## config.mk

```make
export PLATFORM = sky130hd
export DESIGN_NAME = i2cs_engine
export DESIGN_NICKNAME = d
export VERILOG_FILES = /design/src/i2cs_pkg.sv /design/src/i2cs_engine.sv
export VERILOG_INCLUDE_DIRS = /design/src
export SDC_FILE = /design/constraint.sdc
export NUM_CORES = 1
export LEC_CHECK = 0
export ABC_AREA = 1
export BUFFER_PORTS_ARGS = -buffer_cell sky130_fd_sc_hd__buf_2
export CAP_MARGIN = 30
export CORE_MARGIN = 2
export CORE_UTILIZATION = 25
export CTS_BUF_LIST = sky130_fd_sc_hd__clkbuf_16
export CTS_CLUSTER_DIAMETER = 200
export DETAILED_ROUTE_END_ITERATION = 10
export PLACE_DENSITY = 0.53
export SYNTH_ARGS = -nofsm -noshare
export SYNTH_HDL_FRONTEND = slang
export SYNTH_SLANG_ARGS = --single-unit
```

## constraint.sdc

```tcl
create_clock -name pclk -period 1.6 [get_ports pclk]
set_clock_uncertainty 0.05 [all_clocks]
set_input_delay 0.16 -clock pclk [delete_from_list [all_inputs] [get_ports pclk]]
set_output_delay 0.16 -clock pclk [all_outputs]
set_load 0.05 [all_outputs]
```

## src/i2cs_consts.svh

```systemverilog
/*
  Constants of the two-wire slave transfer engine: register offsets, bit positions,
  reset values and frame counts. Assumes inclusion by bare name from design files.
*/
`ifndef I2CS_CONSTS_SVH
`define I2CS_CONSTS_SVH

`define I2CS_OFF_CTRL 8'h00
`define I2CS_OFF_STAT 8'h04
`define I2CS_OFF_DATA 8'h08
`define I2CS_OFF_MODE 8'h0c
`define I2CS_OFF_OWN 8'h10
`define I2CS_OFF_OWN2 8'h14
`define I2CS_OFF_XCTL 8'h18
`define I2CS_OFF_CLR 8'h1c

`define I2CS_CTRL_EN 7
`define I2CS_CTRL_IEN 6
`define I2CS_CTRL_BUSY 5
`define I2CS_CTRL_MSEL 4
`define I2CS_CTRL_TSEL 3
`define I2CS_CTRL_ACK_CAPTURE_ENABLE 2
`define I2CS_CTRL_IRQ 1
`define I2CS_CTRL_SSC 0

`define I2CS_STAT_STOP 7
`define I2CS_STAT_SECOND_ADDRESS_MATCH 6
`define I2CS_STAT_RXF 5
`define I2CS_STAT_TXE 4
`define I2CS_STAT_TEND 3
`define I2CS_STAT_ACK_BIT 0

`define I2CS_MODE_WAIT 6
`define I2CS_MODE_BOS 3
`define I2CS_XCTL_STOP_IRQ_MASK 0
`define I2CS_OWN_FS 0

`define I2CS_CLR_CODE 4'hf
`define I2CS_OWN_RST 8'h00
`define I2CS_CNT_ACK 4'h8
`define I2CS_CNT_END 4'h9

`endif

```

## src/i2cs_pkg.sv

```systemverilog
/*
  Types of the two-wire slave transfer engine.
  Assumes nothing of its surroundings.
*/
package i2cs_pkg;
  typedef enum logic [4:0] {
    st_idle = 5'h01,
    st_addr = 5'h02,
    st_rx = 5'h04,
    st_tx = 5'h08,
    st_ign = 5'h10
  } i2cs_state_e;
endpackage

```

## src/i2cs_engine.sv

```systemverilog
/*
  Slave transfer engine of a two-wire serial bus with an APB register slave.
  Assumes an external master that drives the bus clock and open-drain wires with
  pull-ups resolved outside; pins are asynchronous to pclk.
*/
`include "i2cs_consts.svh"

// Summary of operation
// Mismatched address: ignore bus until next start
// Eighth bit picks receive or transmit select
// Start condition sets bus busy flag
// Ninth clock drives stored ack bit
// Ninth clock rise sets irq flag
// Second address match also sets transfer end
// Ninth rise moves byte, sets receive full
// Stretch clock until data read in receive
// Stop clears busy, sets stop, maybe irq
// Read address acks, sets empty, stretches clock
// Data write loads shift register, flags again
// Transmit captures master ack into ack bit
// Buffered byte continues, else stretch clock
// Writing ack capture enable zero clears ack
// Dummy read with transmit cleared releases clock
// Wait bit and formats steer irq; stretch
// Pins pass two agreeing latches before use
// Forced init resets buffer flags, sequencer, pin drives
// Forced init keeps registers and bit counter
// Clear code not retained; written whole
// Clear mid transfer releases both pins
// Software recovery: init, stop, wait, init
module i2cs_engine (
  input wire logic pclk,
  input wire logic presetn,
  input wire logic psel,
  input wire logic penable,
  input wire logic pwrite,
  input wire logic [7:0] paddr,
  input wire logic [31:0] pwdata,
  output logic [31:0] prdata,
  output logic pready,
  output logic pslverr,
  input wire logic scl_i,
  output logic scl_o,
  output logic scl_oe,
  input wire logic sda_i,
  output logic sda_o,
  output logic sda_oe,
  output logic irq
);
  function automatic logic [7:0] order(input logic [7:0] b, input logic lsb);
    order = lsb ? {b[0], b[1], b[2], b[3], b[4], b[5], b[6], b[7]} : b;
  endfunction

  function automatic logic mapped(input logic [7:0] a);
    mapped = (a[1:0] == 2'h0) && (a <= `I2CS_OFF_CLR);
  endfunction

  // Synchroniser then noise canceler, bit 0 clock, bit 1 data
  logic [1:0] pin_in;
  logic [1:0] meta_reg, sync_reg, nc_reg, filt_reg, filt_d_reg;
  assign pin_in = {sda_i, scl_i};
  genvar g;
  generate
    for (g = 0; g < 2; g++) begin : g_pin
      always_ff @(posedge pclk or negedge presetn) begin
        if (!presetn) begin
          meta_reg[g] <= 1'b1;
          sync_reg[g] <= 1'b1;
          nc_reg[g] <= 1'b1;
          filt_reg[g] <= 1'b1;
          filt_d_reg[g] <= 1'b1;
        end else begin
          meta_reg[g] <= pin_in[g];
          sync_reg[g] <= meta_reg[g];
          nc_reg[g] <= sync_reg[g];
          if (sync_reg[g] == nc_reg[g]) begin
            filt_reg[g] <= nc_reg[g];
          end
          filt_d_reg[g] <= filt_reg[g];
        end
      end
    end
  endgenerate

  logic scl, sda, scl_rise, scl_fall, start_ev, stop_ev;
  assign scl = filt_reg[0];
  assign sda = filt_reg[1];
  assign scl_rise = scl & ~filt_d_reg[0];
  assign scl_fall = ~scl & filt_d_reg[0];
  assign start_ev = scl & filt_d_reg[0] & ~sda & filt_d_reg[1];
  assign stop_ev = scl & filt_d_reg[0] & sda & ~filt_d_reg[1];

  // APB decode
  logic acc, wr_ctrl, wr_stat, wr_data, wr_mode, wr_own, wr_own2, wr_xctl, wr_clr, rd_data;
  assign acc = psel & penable;
  assign wr_ctrl = acc & pwrite & (paddr == `I2CS_OFF_CTRL);
  assign wr_stat = acc & pwrite & (paddr == `I2CS_OFF_STAT);
  assign wr_data = acc & pwrite & (paddr == `I2CS_OFF_DATA);
  assign wr_mode = acc & pwrite & (paddr == `I2CS_OFF_MODE);
  assign wr_own = acc & pwrite & (paddr == `I2CS_OFF_OWN);
  assign wr_own2 = acc & pwrite & (paddr == `I2CS_OFF_OWN2);
  assign wr_xctl = acc & pwrite & (paddr == `I2CS_OFF_XCTL);
  assign wr_clr = acc & pwrite & (paddr == `I2CS_OFF_CLR);
  assign rd_data = acc & ~pwrite & (paddr == `I2CS_OFF_DATA);
  assign pready = 1'b1;
  assign pslverr = acc & ~mapped(paddr);

  // Software registers
  logic module_enable_reg, irq_enable_reg, master_select_reg, transmit_select_reg;
  logic ack_capture_enable_reg, start_stop_control_reg, bus_busy_flag_reg, irq_flag_reg;
  logic stop_flag_reg, transfer_end_flag_reg, ack_bit_reg, stop_irq_mask_reg;
  logic wait_insert_reg, bit_order_select_reg;
  logic [2:0] frame_bit_counter_reg;
  logic [7:0] own_address_reg, second_own_address_reg;

  // Sequencer state
  i2cs_pkg::i2cs_state_e state_reg;
  logic [3:0] cnt_reg;
  logic [7:0] shift_register_reg, receive_buffer_reg, transmit_buffer_reg;
  logic rx_full_flag_reg, tx_empty_flag_reg, tx_have_reg, hold_reg, wait_hold_reg;
  logic second_address_match_reg, sda_oe_reg;

  logic st_addr, st_rx, st_tx, ack_fall, nine_rise, end_fall, addr_hit, hit2;
  logic force_init, tsel_set, ev_wload, ev_wait, ev_ackcap, irq_set, irq_clr;
  assign st_addr = state_reg == i2cs_pkg::st_addr;
  assign st_rx = state_reg == i2cs_pkg::st_rx;
  assign st_tx = state_reg == i2cs_pkg::st_tx;
  assign ack_fall = scl_fall & (cnt_reg == `I2CS_CNT_ACK);
  assign nine_rise = scl_rise & (cnt_reg == `I2CS_CNT_ACK);
  assign end_fall = scl_fall & (cnt_reg == `I2CS_CNT_END);
  assign hit2 = (shift_register_reg[7:1] == second_own_address_reg[7:1])
    & ~second_own_address_reg[`I2CS_OWN_FS];
  assign addr_hit = (shift_register_reg[7:1] == own_address_reg[7:1]) | hit2;
  assign force_init = ~module_enable_reg | (wr_clr & (pwdata[3:0] == `I2CS_CLR_CODE));
  assign tsel_set = ack_fall & st_addr & addr_hit & shift_register_reg[0];
  assign ev_wload = wr_data & st_tx & hold_reg & ~tx_have_reg;
  assign ev_wait = ack_fall & wait_insert_reg & (st_rx | st_tx);
  assign ev_ackcap = nine_rise & st_tx & ack_capture_enable_reg;
  assign irq_clr = wr_ctrl & ~pwdata[`I2CS_CTRL_IRQ];
  assign irq_set = (nine_rise & (st_addr | st_rx | st_tx)) | ev_wload | ev_wait
    | (stop_ev & ~stop_irq_mask_reg);

  always_ff @(posedge pclk or negedge presetn) begin
    if (!presetn) begin
      module_enable_reg <= 1'b0;
      irq_enable_reg <= 1'b0;
      master_select_reg <= 1'b0;
      ack_capture_enable_reg <= 1'b0;
      start_stop_control_reg <= 1'b0;
      stop_irq_mask_reg <= 1'b0;
      wait_insert_reg <= 1'b0;
      bit_order_select_reg <= 1'b0;
      frame_bit_counter_reg <= 3'h0;
      own_address_reg <= `I2CS_OWN_RST;
      second_own_address_reg <= `I2CS_OWN_RST;
    end else begin
      if (wr_ctrl) begin
        module_enable_reg <= pwdata[`I2CS_CTRL_EN];
        irq_enable_reg <= pwdata[`I2CS_CTRL_IEN];
        master_select_reg <= pwdata[`I2CS_CTRL_MSEL];
        ack_capture_enable_reg <= pwdata[`I2CS_CTRL_ACK_CAPTURE_ENABLE];
        start_stop_control_reg <= pwdata[`I2CS_CTRL_SSC];
      end
      if (wr_mode) begin
        wait_insert_reg <= pwdata[`I2CS_MODE_WAIT];
        bit_order_select_reg <= pwdata[`I2CS_MODE_BOS];
        frame_bit_counter_reg <= pwdata[2:0];
      end
      if (wr_own) own_address_reg <= pwdata[7:0];
      if (wr_own2) second_own_address_reg <= pwdata[7:0];
      if (wr_xctl) stop_irq_mask_reg <= pwdata[`I2CS_XCTL_STOP_IRQ_MASK];
    end
  end

  // Hardware-set flags; a set wins over a clear in the same cycle
  always_ff @(posedge pclk or negedge presetn) begin
    if (!presetn) begin
      irq_flag_reg <= 1'b0;
      stop_flag_reg <= 1'b0;
      transfer_end_flag_reg <= 1'b0;
      bus_busy_flag_reg <= 1'b0;
      transmit_select_reg <= 1'b0;
    end else begin
      irq_flag_reg <= irq_set | (irq_flag_reg & ~irq_clr);
      stop_flag_reg <= stop_ev | (stop_flag_reg & ~(wr_stat & ~pwdata[`I2CS_STAT_STOP]));
      transfer_end_flag_reg <= (nine_rise & (st_addr | st_rx) & second_address_match_reg)
        | (transfer_end_flag_reg & ~(wr_stat & ~pwdata[`I2CS_STAT_TEND]));
      if (start_ev) bus_busy_flag_reg <= 1'b1;
      else if (stop_ev) bus_busy_flag_reg <= 1'b0;
      if (tsel_set) transmit_select_reg <= 1'b1;
      else if (wr_ctrl) transmit_select_reg <= pwdata[`I2CS_CTRL_TSEL];
    end
  end

  always_ff @(posedge pclk or negedge presetn) begin
    if (!presetn) begin
      ack_bit_reg <= 1'b0;
    end else if (ev_ackcap) begin
      ack_bit_reg <= sda;
    end else if (wr_ctrl & ~pwdata[`I2CS_CTRL_ACK_CAPTURE_ENABLE]) begin
      ack_bit_reg <= 1'b0;
    end else if (wr_stat) begin
      ack_bit_reg <= pwdata[`I2CS_STAT_ACK_BIT];
    end
  end

  // Frame bit count survives forced init
  always_ff @(posedge pclk or negedge presetn) begin
    if (!presetn) begin
      cnt_reg <= 4'h0;
    end else if (start_ev | end_fall) begin
      cnt_reg <= 4'h0;
    end else if (scl_rise & (cnt_reg < `I2CS_CNT_END)) begin
      cnt_reg <= cnt_reg + 4'h1;
    end
  end

  always_ff @(posedge pclk or negedge presetn) begin
    if (!presetn) begin
      state_reg <= i2cs_pkg::st_idle;
      shift_register_reg <= 8'h00;
      receive_buffer_reg <= 8'h00;
      transmit_buffer_reg <= 8'h00;
      rx_full_flag_reg <= 1'b0;
      tx_empty_flag_reg <= 1'b0;
      tx_have_reg <= 1'b0;
      hold_reg <= 1'b0;
      wait_hold_reg <= 1'b0;
      second_address_match_reg <= 1'b0;
      sda_oe_reg <= 1'b0;
    end else if (force_init) begin
      state_reg <= i2cs_pkg::st_idle;
      rx_full_flag_reg <= 1'b0;
      tx_empty_flag_reg <= 1'b0;
      tx_have_reg <= 1'b0;
      hold_reg <= 1'b0;
      wait_hold_reg <= 1'b0;
      sda_oe_reg <= 1'b0;
    end else if (stop_ev) begin
      state_reg <= i2cs_pkg::st_idle;
      hold_reg <= 1'b0;
      wait_hold_reg <= 1'b0;
      sda_oe_reg <= 1'b0;
    end else if (start_ev) begin
      state_reg <= own_address_reg[`I2CS_OWN_FS] ? i2cs_pkg::st_rx : i2cs_pkg::st_addr;
      second_address_match_reg <= 1'b0;
      hold_reg <= 1'b0;
      wait_hold_reg <= 1'b0;
      sda_oe_reg <= 1'b0;
    end else begin
      if (scl_rise & (cnt_reg < `I2CS_CNT_ACK) & ~st_tx) begin
        shift_register_reg <= {shift_register_reg[6:0], sda};
      end
      if (scl_fall & (cnt_reg != `I2CS_CNT_ACK) & (cnt_reg != `I2CS_CNT_END)
          & (cnt_reg != 4'h0) & st_tx) begin
        shift_register_reg <= {shift_register_reg[6:0], 1'b0};
        sda_oe_reg <= tx_have_reg & ~shift_register_reg[6];
      end
      if (ack_fall) begin
        if (st_addr & ~addr_hit) begin
          state_reg <= i2cs_pkg::st_ign;
          sda_oe_reg <= 1'b0;
        end else if (st_addr) begin
          sda_oe_reg <= 1'b1;
          second_address_match_reg <= hit2 & (shift_register_reg[7:1] != own_address_reg[7:1]);
        end else if (st_rx) begin
          sda_oe_reg <= ~ack_bit_reg;
        end else begin
          sda_oe_reg <= 1'b0;
        end
        if (ev_wait) wait_hold_reg <= 1'b1;
      end
      if (nine_rise & st_addr & shift_register_reg[0]) begin
        state_reg <= i2cs_pkg::st_tx;
        tx_empty_flag_reg <= 1'b1;
        tx_have_reg <= 1'b0;
      end else if (nine_rise & (st_addr | st_rx)) begin
        state_reg <= i2cs_pkg::st_rx;
        receive_buffer_reg <= order(shift_register_reg, bit_order_select_reg);
        rx_full_flag_reg <= 1'b1;
      end else if (nine_rise & st_tx) begin
        tx_have_reg <= ~tx_empty_flag_reg;
        if (~tx_empty_flag_reg) begin
          shift_register_reg <= order(transmit_buffer_reg, bit_order_select_reg);
          tx_empty_flag_reg <= 1'b1;
        end
      end else if (rd_data) begin
        rx_full_flag_reg <= 1'b0;
      end
      if (end_fall) begin
        hold_reg <= (st_rx & rx_full_flag_reg & ~rd_data) | (st_tx & ~tx_have_reg);
        sda_oe_reg <= st_tx & tx_have_reg & ~shift_register_reg[7];
      end else if (ev_wload) begin
        shift_register_reg <= order(pwdata[7:0], bit_order_select_reg);
        tx_have_reg <= 1'b1;
        tx_empty_flag_reg <= 1'b1;
        hold_reg <= 1'b0;
        sda_oe_reg <= bit_order_select_reg ? ~pwdata[0] : ~pwdata[7];
      end else if (wr_data) begin
        transmit_buffer_reg <= pwdata[7:0];
        tx_empty_flag_reg <= 1'b0;
      end else if (rd_data & hold_reg & (st_rx | ~transmit_select_reg)) begin
        hold_reg <= 1'b0;
        if (st_tx) state_reg <= i2cs_pkg::st_ign;
      end
      if (irq_clr) wait_hold_reg <= 1'b0;
    end
  end

  assign scl_o = 1'b0;
  assign sda_o = 1'b0;
  assign scl_oe = hold_reg | wait_hold_reg;
  assign sda_oe = sda_oe_reg;
  assign irq = irq_flag_reg & irq_enable_reg;

  always_ff @(posedge pclk or negedge presetn) begin
    if (!presetn) begin
      prdata <= 32'h0;
    end else if (psel & ~penable & ~pwrite) begin
      unique case (paddr)
        `I2CS_OFF_CTRL: prdata <= {24'h0, module_enable_reg, irq_enable_reg,
          bus_busy_flag_reg, master_select_reg, transmit_select_reg,
          ack_capture_enable_reg, irq_flag_reg, start_stop_control_reg};
        `I2CS_OFF_STAT: prdata <= {24'h0, stop_flag_reg, second_address_match_reg,
          rx_full_flag_reg, tx_empty_flag_reg, transfer_end_flag_reg, 2'h0, ack_bit_reg};
        `I2CS_OFF_DATA: prdata <= {24'h0, receive_buffer_reg};
        `I2CS_OFF_MODE: prdata <= {24'h0, 1'b0, wait_insert_reg, 2'h0,
          bit_order_select_reg, frame_bit_counter_reg};
        `I2CS_OFF_OWN: prdata <= {24'h0, own_address_reg};
        `I2CS_OFF_OWN2: prdata <= {24'h0, second_own_address_reg};
        `I2CS_OFF_XCTL: prdata <= {31'h0, stop_irq_mask_reg};
        default: prdata <= 32'h0;
      endcase
    end
  end
endmodule

```

# After elaboration in Yosys (flattened, before gate mapping)
# Cells that the tools add are included.
[word_totals]
ff_bits = 115
out_inout_bits = 39
elab_cells = 295
[classes]
addsub = 1
order_cmp = 3
eq_ne = 26
muxes = 86
bitwise = 116
n_reduce_logical = 23
[ops]
columns = ["operator", "count"]
rows = [
  ["8-bit two-way mux", 11],
  ["1-bit AND", 68],
  ["5-bit two-way mux", 12],
  ["1-bit two-way mux", 59],
  ["8-bit one-hot mux with 7 select lines", 1],
  ["1-bit NOT", 33],
  ["8-bit by 5-bit equality test with 1-bit output, second input constant", 4],
  ["8-bit by 4-bit equality test with 1-bit output, second input constant", 2],
  ["1-bit bitwise OR", 15],
  ["5-bit AND reduction", 3],
  ["7-bit equality test", 2],
  ["4-bit equality test, second input constant", 3],
  ["2-bit nonzero test", 5],
  ["5-bit nonzero test", 2],
  ["8-bit by 3-bit equality test with 1-bit output, second input constant", 1],
  ["8-bit by 5-bit <= comparator with 1-bit output, second input constant", 1],
  ["8-bit zero test", 1],
  ["4-bit less-than comparator, second input constant", 2],
  ["4-bit two-way mux", 2],
  ["4-bit != test, second input constant", 2],
  ["7-bit != test", 1],
  ["7-bit nonzero test", 1],
  ["6-bit by 3-bit != test with 1-bit output, second input constant", 1],
  ["2-bit AND reduction", 3],
  ["other kinds (16)", 20],
]

# Logic depth before layout (Yosys ltp)
# Gate-level depths: netlist of the first run.
[logic_depth]
depth_word = 17
ltp_mapped = 12

# Worst setup path before layout of the first run
# Ideal clock, no wire load.
[synth_path]
path_type = "reg2reg"
from = "reg cnt_reg[0]"
to = "reg receive_buffer_reg[7]"
setup_time_ns = 0.121
arrival_time_ns = 1.551
path_slack_ns = -0.122
stages_incl_launch_ff = 11
path_buffers = 1
period_less_slack_ns = 1.722
cell_sequence = "dfrtp_1 inv_1 ha_1 nand3_1 nor2_4 nand2_2 a21oi_4 nand2_4 buf_8 nand2_1 o21ai_2"
[synth_via]
elab_chain_cells = 6
word_cells_on_any_way = 7
classes_between = "1 x eq/ne; 5 x bitwise; 1 x reduce/logical"
[synth_rtl]
columns = ["element", "line", "rtl"]
rows = [
  ["from (decl)", "i2cs_engine.sv:118", "logic [3:0] cnt_reg;"],
  ["from (signal assigned)", "i2cs_engine.sv:214", "cnt_reg <= cnt_reg + 4'h1;"],
  ["4-bit equality test (no line) (*)", "-", ""],
  ["1-bit AND (*)", "i2cs_engine.sv:129", "assign nine_rise = scl_rise & (cnt_reg == `I2CS_CNT_ACK);"],
  ["1-bit AND (2 in series)", "i2cs_engine.sv:273", "if (nine_rise & st_addr & shift_register_reg[0]) begin"],
  ["1-bit NOT (no line)", "-", ""],
  ["5-bit AND reduction (no line) (*)", "-", ""],
  ["to (signal assigned)", "i2cs_engine.sv:279", "receive_buffer_reg <= order(shift_register_reg, bit_order_select_reg);"],
  ["to (decl)", "i2cs_engine.sv:119", "logic [7:0] shift_register_reg, receive_buffer_reg, transmit_buffer_reg;"],
]
# Mark *: on every way between the ends. The rest lies on a longest branch, timed or not.
# A chain may end at the register's enable or synchronous reset.

# Final worst setup path of the first run
[layout_path]
from = "reg filt_reg[0], in the netlist scl"
to = "reg receive_buffer_reg[5]"
[layout_via]
elab_chain_cells = 6
word_cells_on_any_way = 14
classes_between = "13 x bitwise; 1 x reduce/logical"
[layout_rtl]
columns = ["element", "line", "rtl"]
rows = [
  ["from (decl)", "i2cs_engine.sv:60", "logic [1:0] meta_reg, sync_reg, nc_reg, filt_reg, filt_d_reg;"],
  ["from (signal, indexed assignment)", "i2cs_engine.sv:77", "filt_reg[g] <= nc_reg[g];"],
  ["1-bit AND", "i2cs_engine.sv:88", "assign scl_rise = scl & ~filt_d_reg[0];"],
  ["1-bit AND", "i2cs_engine.sv:129", ""],
  ["1-bit AND (2 in series)", "i2cs_engine.sv:273", ""],
  ["1-bit NOT (no line)", "-", ""],
  ["5-bit AND reduction (no line) (*)", "-", ""],
]
# Marked as above.

==> impl_table.tex, run 1 <==
\begin{tabular}{lr}
\hline
Metric & Value \\
\hline
\multicolumn{2}{l}{\textbf{Power and ir drop}} \\
\quad Seq pwr share & 39.5\% \\
\quad Pwr Density & a little over 1000 nW/µm² \\
\quad Total internal power & between 4 and 5 mW \\
\quad Combinational power share & between 30\% and 40\% \\
\quad Power dissipated by switching net loads & about 2.7 mW \\
\quad Clock power frac & between 20\% and 30\% \\
\quad Maximum vdd drop & around 400 µV \\
\quad Leakage & between 3 and 4 nW \\
\quad Final Power & about 7.4 mW \\
\quad Sw Ratio & a little under two fifths \\
\multicolumn{2}{l}{\textbf{Min path}} \\
\quad Cell count of the worst hold path & 3 \\
\quad Origin of the worst min-delay path & pwdata[7] \\
\quad Hold Crit Endpoint & module\_enable\_reg\$\_DFFE\_PN0P\_ \\
\quad Worst min path class & in2reg \\
\multicolumn{2}{l}{\textbf{Global routing}} \\
\quad Number of antenna violations at the first check in global routing & 1 \\
\quad Global-route congestion overflow total & 0 \\
\quad Vias in the first global route & between 4000 and 5000 \\
\quad Pin count of the biggest net entering global routing & about 70 \\
\quad First-pass GRT wire length & approximately 26000 µm \\
\quad GRT Overall Usage & between 15 and 20\% \\
\multicolumn{2}{l}{\textbf{Run status}} \\
\quad Violated checks & negative setup slack \\
\quad Result of the run & finished with violations \\
\multicolumn{2}{l}{\textbf{Routing}} \\
\quad Overall via count from detail\_route & 4889 \\
\quad Uppermost signal routing layer after detailed routing & met5 \\
\quad Met2 routed wirelength & 7230 µm \\
\quad Number of DRC markers in iteration 0 & $\sim$340 \\
\quad Final Routed Wirelength & 16400 µm \\
\quad Wl on met1 & between 7000 and 8000 µm \\
\quad DRC Markers & 0 \\
\quad Number of optimization iterations in the first detailed-route pass & 6 \\
\quad Antenna viol nets, final & 0 \\
\quad Detailed-routed wire length on met3 & 822 µm \\
\quad Routed wire per std cell & roughly 15 µm \\
\quad Vias per Instance & 4.39 \\
\multicolumn{2}{l}{\textbf{Clock network}} \\
\quad Clock-pin slew of the registers on the worst-case setup and hold paths & $\sim$0.07 ns \\
\quad Number of sinks handled by clock tree synthesis & between 90 and 100 \\
\quad TritonCTS clock tree & built \\
\quad Clock Latency Late Sink & 0.36 ns \\
\quad Maximum count of clock buffers along a single path & 2 \\
\quad Number of buffers created by CTS & 9 \\
\quad Maximum level of the CTS H-tree & 3 \\
\quad Root Driver & clkbuf\_16 \\
\multicolumn{2}{l}{\textbf{Synth}} \\
\quad Number of flops mapped to enable cells by yosys & 0 \\
\quad Sequential area share after synthesis & between 40\% and 50\% \\
\quad Count of unique library cells instantiated by Yosys & 49 \\
\quad Largest cells by area after synthesis & dfrtp\_1, nand2\_1, dfstp\_2, inv\_1, o21ai\_0 \\
\quad Most common cell in the netlist & nand2\_1 \\
\quad Async SR Flop Fraction & between 90\% and 100\% \\
\quad Number of instances in the synthesized netlist & between 600 and 700 \\
\quad Most instantiated cells after synthesis & nand2\_1, dfrtp\_1, inv\_1 \\
\quad FF+latch count, synth & 91 \\
\quad Most common flop cell mapped by yosys & dfrtp\_1 \\
\quad Share of the synthesized area in the top cell type & $\sim$37\% \\
\quad Cell type contributing the most total cell area after synthesis & dfrtp\_1 \\
\quad Mean area per synthesized cell & slightly below 8 µm² \\
\quad Post-Synthesis Cell Area & between 5000 and 6000 µm² \\
\quad Syn. warnings & 0 \\
\multicolumn{2}{l}{\textbf{Floorplanning}} \\
\quad Die height & approximately 150 µm \\
\quad Area of the die & 22800 µm² \\
\quad I/O pin cnt & 86 \\
\quad Std cell rows & 53 \\
\quad Initial core utilization & between 20\% and 30\% \\
\quad Core footprint & approximately 21000 µm² \\
\quad Chip Width & 151 µm \\
\multicolumn{2}{l}{\textbf{Timing}} \\
\quad Final worst path period need & $\sim$1.7 ns \\
\quad Final hold violation count & 0 \\
\quad Setup repair after global routing missed its margin & true \\
\quad Setup violation total in the final timing report & 35 \\
\quad Final Max Slew Viols & 0 \\
\quad Fmax achieved & $\sim$580 MHz \\
\quad Setup slack of the critical path after layout & -0.127 ns \\
\quad Final period utilization & 108\% \\
\quad Total Neg Setup Slack & -2.63 ns \\
\multicolumn{2}{l}{\textbf{Cells and area}} \\
\quad Nets & between 800 and 900 \\
\quad Growth of design area from synthesis to finish & 32.6\% \\
\quad Final core utilization & about a third \\
\quad Antenna fix cells & 0 \\
\quad Filler Cell Count & around 2300 \\
\quad Share of cells above drive strength 1 & 32.8\% \\
\multicolumn{2}{l}{\textbf{Place}} \\
\quad Global placer's final weighted congestion & approximately 0.84 \\
\quad DPL Wire Length & 12400 µm \\
\quad Port buffer count & 34 \\
\multicolumn{2}{l}{\textbf{Worst setup path}} \\
\quad Terminus of the critical flop-to-flop path & receive\_buffer\_reg[5]\$\_DFFE\_PN0P\_ \\
\quad Critical path endpoint category & flop \\
\quad Worst endpoint required time & between 1.5 and 2 ns \\
\quad Worst-path fanout max & 8 \\
\quad Arrival time at the worst endpoint & about 1.9 ns \\
\quad Critical Path Source Type & flop \\
\quad Internal reg-to-reg setup slack & -0.13 ns \\
\quad Crit Path Class & reg2reg \\
\quad Register-to-Register Path Depth & 10 \\
\quad Reg2Reg Launch Point & scl\$\_DFFE\_PN1N\_ \\
\multicolumn{2}{l}{\textbf{Run}} \\
\quad Max\_cap viols & 0 \\
\hline
\end{tabular}
[cells by family (layout without fill, tap and decap cells)]
family | count (synthesis) | after routing | synth area share [%]
AND/OR/NAND/NOR | 329 | 332 | 28.7
AO/OA/AOI/OAI | 129 | 129 | 13.7
buffers and inverters | 127 | 240 | 11.4
flip-flops | 91 | 91 | 42.4
XOR/XNOR | 7 | 7 | 1.14
multiplexers | 7 | 7 | 1.30
adder cells (fa/ha/maj) | 5 | 5 | 1.07
other | 2 | 27 | 0.139
[through the flow]
step                hold WS, ns  setup WS, ns  instances  cell area (µm²)
CTS                      0.0386        -0.105       1111             7030
global placement          0.160        -0.125       1083             6450
floorplan                -0.186       -0.0607        722             5500
global route             0.0605        -0.226       1113             7160
finish                   0.0504        -0.127       1113             7160
detailed placement        0.163        -0.132       1083             6450
[metal layers]
metal  vias up  GRT usage, %
li1       2469             -
met1      2269          21.1
met2       121          22.6
met3        28          2.26
met4         2          7.43
met5         -             0
[cell usage in the layout (no fill, tap or decap), drive strengths merged, types with 2 or more instances in the layout]
master	n
nand2	209
buf	133
inv	88
dfrtp	80
o21ai	77
nor2	56
nand3	36
a21oi	32
conb	27
nor3	16
nand4	11
dfstp	11
clkbuf	9
mux2i	7
a21boi	6
xnor2	5
clkinv	5
or2	4
o221ai	3
dlygate4sd3	3
ha	3
xor2	2
o2111ai	2
a31oi	2
maj3	2
clkinvlp	2
o21a	2
[power groups by stage]
stage / Clock (mW) / Combinational (mW) / Sequential, mW
6_report: 2.01 / 2.44 / 2.91
5_1_grt: 2.15 / 2.70 / 2.95
4_1_cts: 2.07 / 2.40 / 2.90
3_5_place_dp: 0 / 2.23 / 2.91
3_3_place_gp: 0 / 2.22 / 2.92
2_1_floorplan: 0 / 1.29 / 2.88
[final cells by class]
| type | count | area (µm²) | share of cell area, % |
|---|---|---|---|
| clock buffer | 9 | 225 | 3.15 |
| sequential | 91 | 2290 | 32.0 |
| clock inverter | 7 | 46.3 | 0.647 |
| timing repair buffer | 136 | 1010 | 14.1 |
| tap | 275 | 344 | 4.81 |
| multi-input combinational | 507 | 2900 | 40.4 |
| inverter | 88 | 347 | 4.84 |
[how the worst max path moves through the flow]
stage / startpoint / cells past startpoint / endpoint
2_1_floorplan: scl$_DFFE_PN1N_ / 10 / receive_buffer_reg[7]$_DFFE_PN0P_
3_3_place_gp: cnt_reg[0]$_DFFE_PN0P_ / 8 / cnt_reg[0]$_DFFE_PN0P_
3_5_place_dp: state_reg[2]$_DFF_PN0_ / 10 / sda_oe$_DFFE_PN0P_
4_1_cts: cnt_reg[1]$_DFFE_PN0P_ / 11 / shift_register_reg[7]$_DFFE_PN0P_
5_1_grt: scl$_DFFE_PN1N_ / 10 / receive_buffer_reg[5]$_DFFE_PN0P_
6_report: scl$_DFFE_PN1N_ / 10 / receive_buffer_reg[5]$_DFFE_PN0P_
[what timing repair did]
action                                  CTS  global route
endpoints found under the setup margin   38            42
buffers inserted                          6             2
hold buffers                              3             0
endpoints found under the hold margin    82             0
gates cloned                              3             0
resized for setup                        50            33
pin swaps                                11            12
[critical path, cell delays in order, from the launching register on]
cell and delay [ns]:
dfstp_2 0.58, inv_2 0.05, nor2_4 0.09, inv_2 0.05, nor2_4 0.17, nand2_2 0.09, a21oi_4 0.16, buf_12 0.14
nand2_8 0.10, nand2_2 0.08, o21ai_2 0.04
(Power assumes the default switching activity.)
==> inputs of run 2 (changes only) <==
ABC_AREA = unset   (was 1)
==> run 2 against run 1 <==
Against the previous run:
- the flow still finishes with violations (negative setup slack)
- register-to-register slack lost 0.29 ns
- via count fell by 8.9%
- wire length shrank 0.39%
- core utilization increased by 2.8 points
- largest cell class unchanged
- fmax shrank 14%
- non-clock buffer count increased by 27
==> impl_table.tex, run 2 <==
\begin{tabular}{lr}
\hline
Metric & Value \\
\hline
\multicolumn{2}{l}{\textbf{Run status}} \\
\quad Result of the run & finished with violations \\
\quad Violated checks & negative setup slack \\
\multicolumn{2}{l}{\textbf{Synth}} \\
\quad Number of flops mapped to enable cells by yosys & 0 (unchanged) \\
\quad Most instantiated cells after synthesis & dfrtp\_1, mux2\_2, nand2\_1 \\
\quad Count of unique library cells instantiated by Yosys & 66 (+35\%) \\
\quad Number of instances in the synthesized netlist & 497 (-29\%) \\
\quad Largest cells by area after synthesis & dfrtp\_1, mux2\_2, dfstp\_2, buf\_4, mux2i\_1 \\
\quad Sequential area share after synthesis & 44.8\% (+2.4 points) \\
\quad Share of the synthesized area in the top cell type & 39.1\% (+2.1 points) \\
\quad Most common cell in the netlist & dfrtp\_1 \\
\quad Async SR Flop Fraction & 100\% (unchanged) \\
\quad Mean area per synthesized cell & 10.3 µm² (+33\%) \\
\quad Post-Synthesis Cell Area & 5110 µm² (-5.3\%) \\
\quad Syn. warnings & 0 (unchanged) \\
\quad FF+latch count, synth & 91 (unchanged) \\
\quad Most common flop cell mapped by yosys & dfrtp\_1 \\
\quad Cell type contributing the most total cell area after synthesis & dfrtp\_1 \\
\multicolumn{2}{l}{\textbf{Place}} \\
\quad Cell Area, Placed & 6430 µm² (-0.21\%) \\
\quad Post-placement worst setup slack & -0.686 ns (-0.554 ns) \\
\quad Port buffer count & 34 (unchanged) \\
\quad Global placer's final weighted congestion & 0.878 (+4.5\%) \\
\quad DPL Wire Length & 11700 µm (-5.4\%) \\
\multicolumn{2}{l}{\textbf{Floorplanning}} \\
\quad Initial core utilization & 25.4\% (-0.25 points) \\
\quad Die height & 147 µm (-2.6\%) \\
\quad Area of the die & 21600 µm² (-5.1\%) \\
\quad I/O pin cnt & 86 (unchanged) \\
\quad Core footprint & 20200 µm² (-4.4\%) \\
\quad Chip Width & 147 µm (-2.6\%) \\
\quad Std cell rows & 52 (-1.9\%) \\
\multicolumn{2}{l}{\textbf{Timing}} \\
\quad Final hold violation count & 0 (unchanged) \\
\quad Setup repair after global routing missed its margin & true \\
\quad Total Neg Setup Slack & -8.76 ns (-6.13 ns) \\
\quad Final worst path period need & 2.02 ns (+0.292 ns) \\
\quad Fmax achieved & 495 MHz (-14\%) \\
\quad Final Max Slew Viols & 0 (unchanged) \\
\quad Setup violation total in the final timing report & 45 (+29\%) \\
\quad Setup slack of the critical path after layout & -0.419 ns (-0.292 ns) \\
\quad Final period utilization & 126\% (+18 points) \\
\multicolumn{2}{l}{\textbf{Min path}} \\
\quad Hold Crit Endpoint & own\_address\_reg[5]\$\_DFFE\_PN0P\_ \\
\quad Cell count of the worst hold path & 2 (-1) \\
\quad Origin of the worst min-delay path & pwdata[5] \\
\quad Worst min path class & in2reg \\
\multicolumn{2}{l}{\textbf{Power and ir drop}} \\
\quad Pwr Density & 832 nW/µm² (-19\%) \\
\quad Total internal power & 4.20 mW (-9.7\%) \\
\quad Seq pwr share & 40.6\% (+1.1 points) \\
\quad Combinational power share & 24.1\% (-9.0 points) \\
\quad Power dissipated by switching net loads & 1.97 mW (-27\%) \\
\quad Clock power frac & 35.4\% (+8.1 points) \\
\quad Leakage & 3.36 nW (-3.2\%) \\
\quad Sw Ratio & 31.9\% (-4.9 points) \\
\quad Maximum vdd drop & 481 µV (+20\%) \\
\multicolumn{2}{l}{\textbf{Routing}} \\
\quad Overall via count from detail\_route & 4454 (-8.9\%) \\
\quad Number of optimization iterations in the first detailed-route pass & 5 (-1) \\
\quad Number of DRC markers in iteration 0 & 321 (-6.7\%) \\
\quad DRC Markers & 0 (unchanged) \\
\quad Final Routed Wirelength & 16400 µm (-0.39\%) \\
\quad Routed wire per std cell & 17.8 µm (+21\%) \\
\quad Vias per Instance & 4.85 (+10\%) \\
\quad Antenna viol nets, final & 0 (unchanged) \\
\multicolumn{2}{l}{\textbf{Worst setup path}} \\
\quad Register-to-Register Path Depth & 6 (-4) \\
\quad Crit path max-delay family & multiplexers \\
\quad Critical Path Source Type & flop \\
\quad Crit Path Class & reg2reg \\
\quad Total buffers and inverters traversed by the critical path & 0 (-3) \\
\quad Crit path depth & 6 (-4) \\
\quad Worst endpoint required time & 1.78 ns (about the same) \\
\quad Slowest stage cell on the critical path & dfrtp\_1 \\
\quad Reg2Reg Launch Point & state\_reg[2]\$\_DFF\_PN0\_ \\
\quad Worst-path fanout max & 2 (-6) \\
\quad Critical path endpoint category & flop \\
\quad Delay contributed by the slowest stage of the critical path & 0.41 ns (-0.17 ns) \\
\quad Internal reg-to-reg setup slack & -0.42 ns (-0.29 ns) \\
\quad Series of cell instances along the critical path & nor3\_4 > and3b\_2 > mux2i\_4 > mux2\_2 > o211ai\_1 > a31oi\_1 \\
\quad Arrival time at the worst endpoint & 2.20 ns (+0.28 ns) \\
\quad Terminus of the critical flop-to-flop path & shift\_register\_reg[7]\$\_DFFE\_PN0P\_ \\
\multicolumn{2}{l}{\textbf{Global routing}} \\
\quad GRT Overall Usage & 15.2\% (+0.15 points) \\
\quad Vias in the first global route & 4682 (+2.0\%) \\
\quad Pin count of the biggest net entering global routing & 40 (-41\%) \\
\quad Global-route congestion overflow total & 0 (unchanged) \\
\quad First-pass GRT wire length & 25300 µm (-0.73\%) \\
\quad Number of antenna violations at the first check in global routing & 0 (-1) \\
\multicolumn{2}{l}{\textbf{Clock network}} \\
\quad Maximum level of the CTS H-tree & 3 (unchanged) \\
\quad Number of sinks handled by clock tree synthesis & 91 (unchanged) \\
\quad TritonCTS clock tree & built \\
\quad Maximum count of clock buffers along a single path & 2 (unchanged) \\
\quad Clock Latency Late Sink & 0.36 ns (about the same) \\
\quad Clock-pin slew of the registers on the worst-case setup and hold paths & 0.07 ns (about the same) \\
\quad Number of buffers created by CTS & 9 (unchanged) \\
\quad Root Driver & clkbuf\_16 \\
\multicolumn{2}{l}{\textbf{Cells and area}} \\
\quad Most used cells in the layout excluding fill and tap cells & buf\_4, dfrtp\_1, mux2\_2 \\
\quad Nets & 694 (-21\%) \\
\quad Share of cells above drive strength 1 & 50.2\% (+17 points) \\
\quad Final instance area & 7420 µm² (+3.6\%) \\
\quad Final core utilization & 36.8\% (+2.8 points) \\
\quad Antenna fix cells & 0 (unchanged) \\
\quad Growth of design area from synthesis to finish & 45.0\% \\
\quad Most common cell after layout, fill and taps aside & buf\_4 \\
\multicolumn{2}{l}{\textbf{Run}} \\
\quad Max\_cap viols & 0 (unchanged) \\
\hline
\end{tabular}
[run 2: worst max-delay path by stage]
stage                                              to  slack (ns)              startpoint
floorplan                      state_reg[0]$_DFF_PN1_       -0.48                paddr[5]
global route        shift_register_reg[7]$_DFFE_PN0P_       -0.48  state_reg[2]$_DFF_PN0_
detailed placement                 sda_oe$_DFFE_PN0P_       -0.69                paddr[5]
global placement                   sda_oe$_DFFE_PN0P_       -0.56                paddr[5]
CTS                 shift_register_reg[7]$_DFFE_PN0P_       -0.42  state_reg[2]$_DFF_PN0_
finish              shift_register_reg[7]$_DFFE_PN0P_       -0.42  state_reg[2]$_DFF_PN0_
[run 2: kinds of logic (layout without fill, tap and decap cells)]
family	after synthesis	count (layout)	synth area share [%]
AOI/OAI and AO/OA	107	107	14.0
xor gates and xnor gates	17	17	2.91
adders and majority gates	5	5	1.13
buffers and inverters	59	186	6.56
DFF	91	91	44.8
muxes	67	67	14.3
other	2	27	0.147
and+or+nand+nor	149	149	16.1
[run 2: layout make-up]
type / instances / area (µm²)
multi-input combinational: 372 / 3070
clock inverter: 7 / 81.3
tap: 270 / 338
timing repair buffer: 163 / 1380
clock buffer: 9 / 225
inverter: 7 / 26.3
fill: 1992 / 12800
sequential: 91 / 2290
[run 2: layer usage]
| metal | global-route usage, % | vias to the layer above | part of all wire, % |
|---|---|---|---|
| met2 | 24.8 | 166 | 47 |
| met1 | 20.0 | 2203 | 45 |
| met3 | 3.54 | 33 | 5.3 |
| li1 | - | 2052 | - |
| met4 | 5.14 | 0 | 2.6 |
| met5 | 0 | - | 0 |
[run 2: worst register-to-register path, delay by kind of cell, from the launching register on]
family | cells | cell delay, ns
AO/OA/AOI/OAI | 2 | 0.31
AND/OR/NAND/NOR | 2 | 0.46
multiplexers | 2 | 0.66
flip-flops | 1 | 0.41
[run 2: per-stage QoR]
step | hold slack (ns) | std cells | power (mW)
after global placement | 0.0895 | 886 | 3.67
after global routing | 0.0920 | 919 | 6.46
after detailed placement | 0.0921 | 886 | 3.71
after CTS | 0.0813 | 914 | 5.99
after floorplan | -0.186 | 522 | 3.22
final | 0.0807 | 919 | 6.17
[run 2: power groups by stage]
stage	sequential (mW)	clock, mW	combinational [mW]
6_report	2.50	2.18	1.48
5_1_grt	2.52	2.34	1.60
4_1_cts	2.50	2.25	1.25
3_5_place_dp	2.54	0	1.17
3_3_place_gp	2.54	0	1.14
2_1_floorplan	2.54	0	0.683
[run 2: repair_timing]
action / in CTS / in global routing
hold buffers: 3 / 0
setup buffers: 8 / 8
hold endpoints to repair: 19 / 0
pin swaps: 21 / 37
endpoints found under the setup margin: 58 / 75
gates resized for setup: 63 / 54
gates cloned: 1 / 1
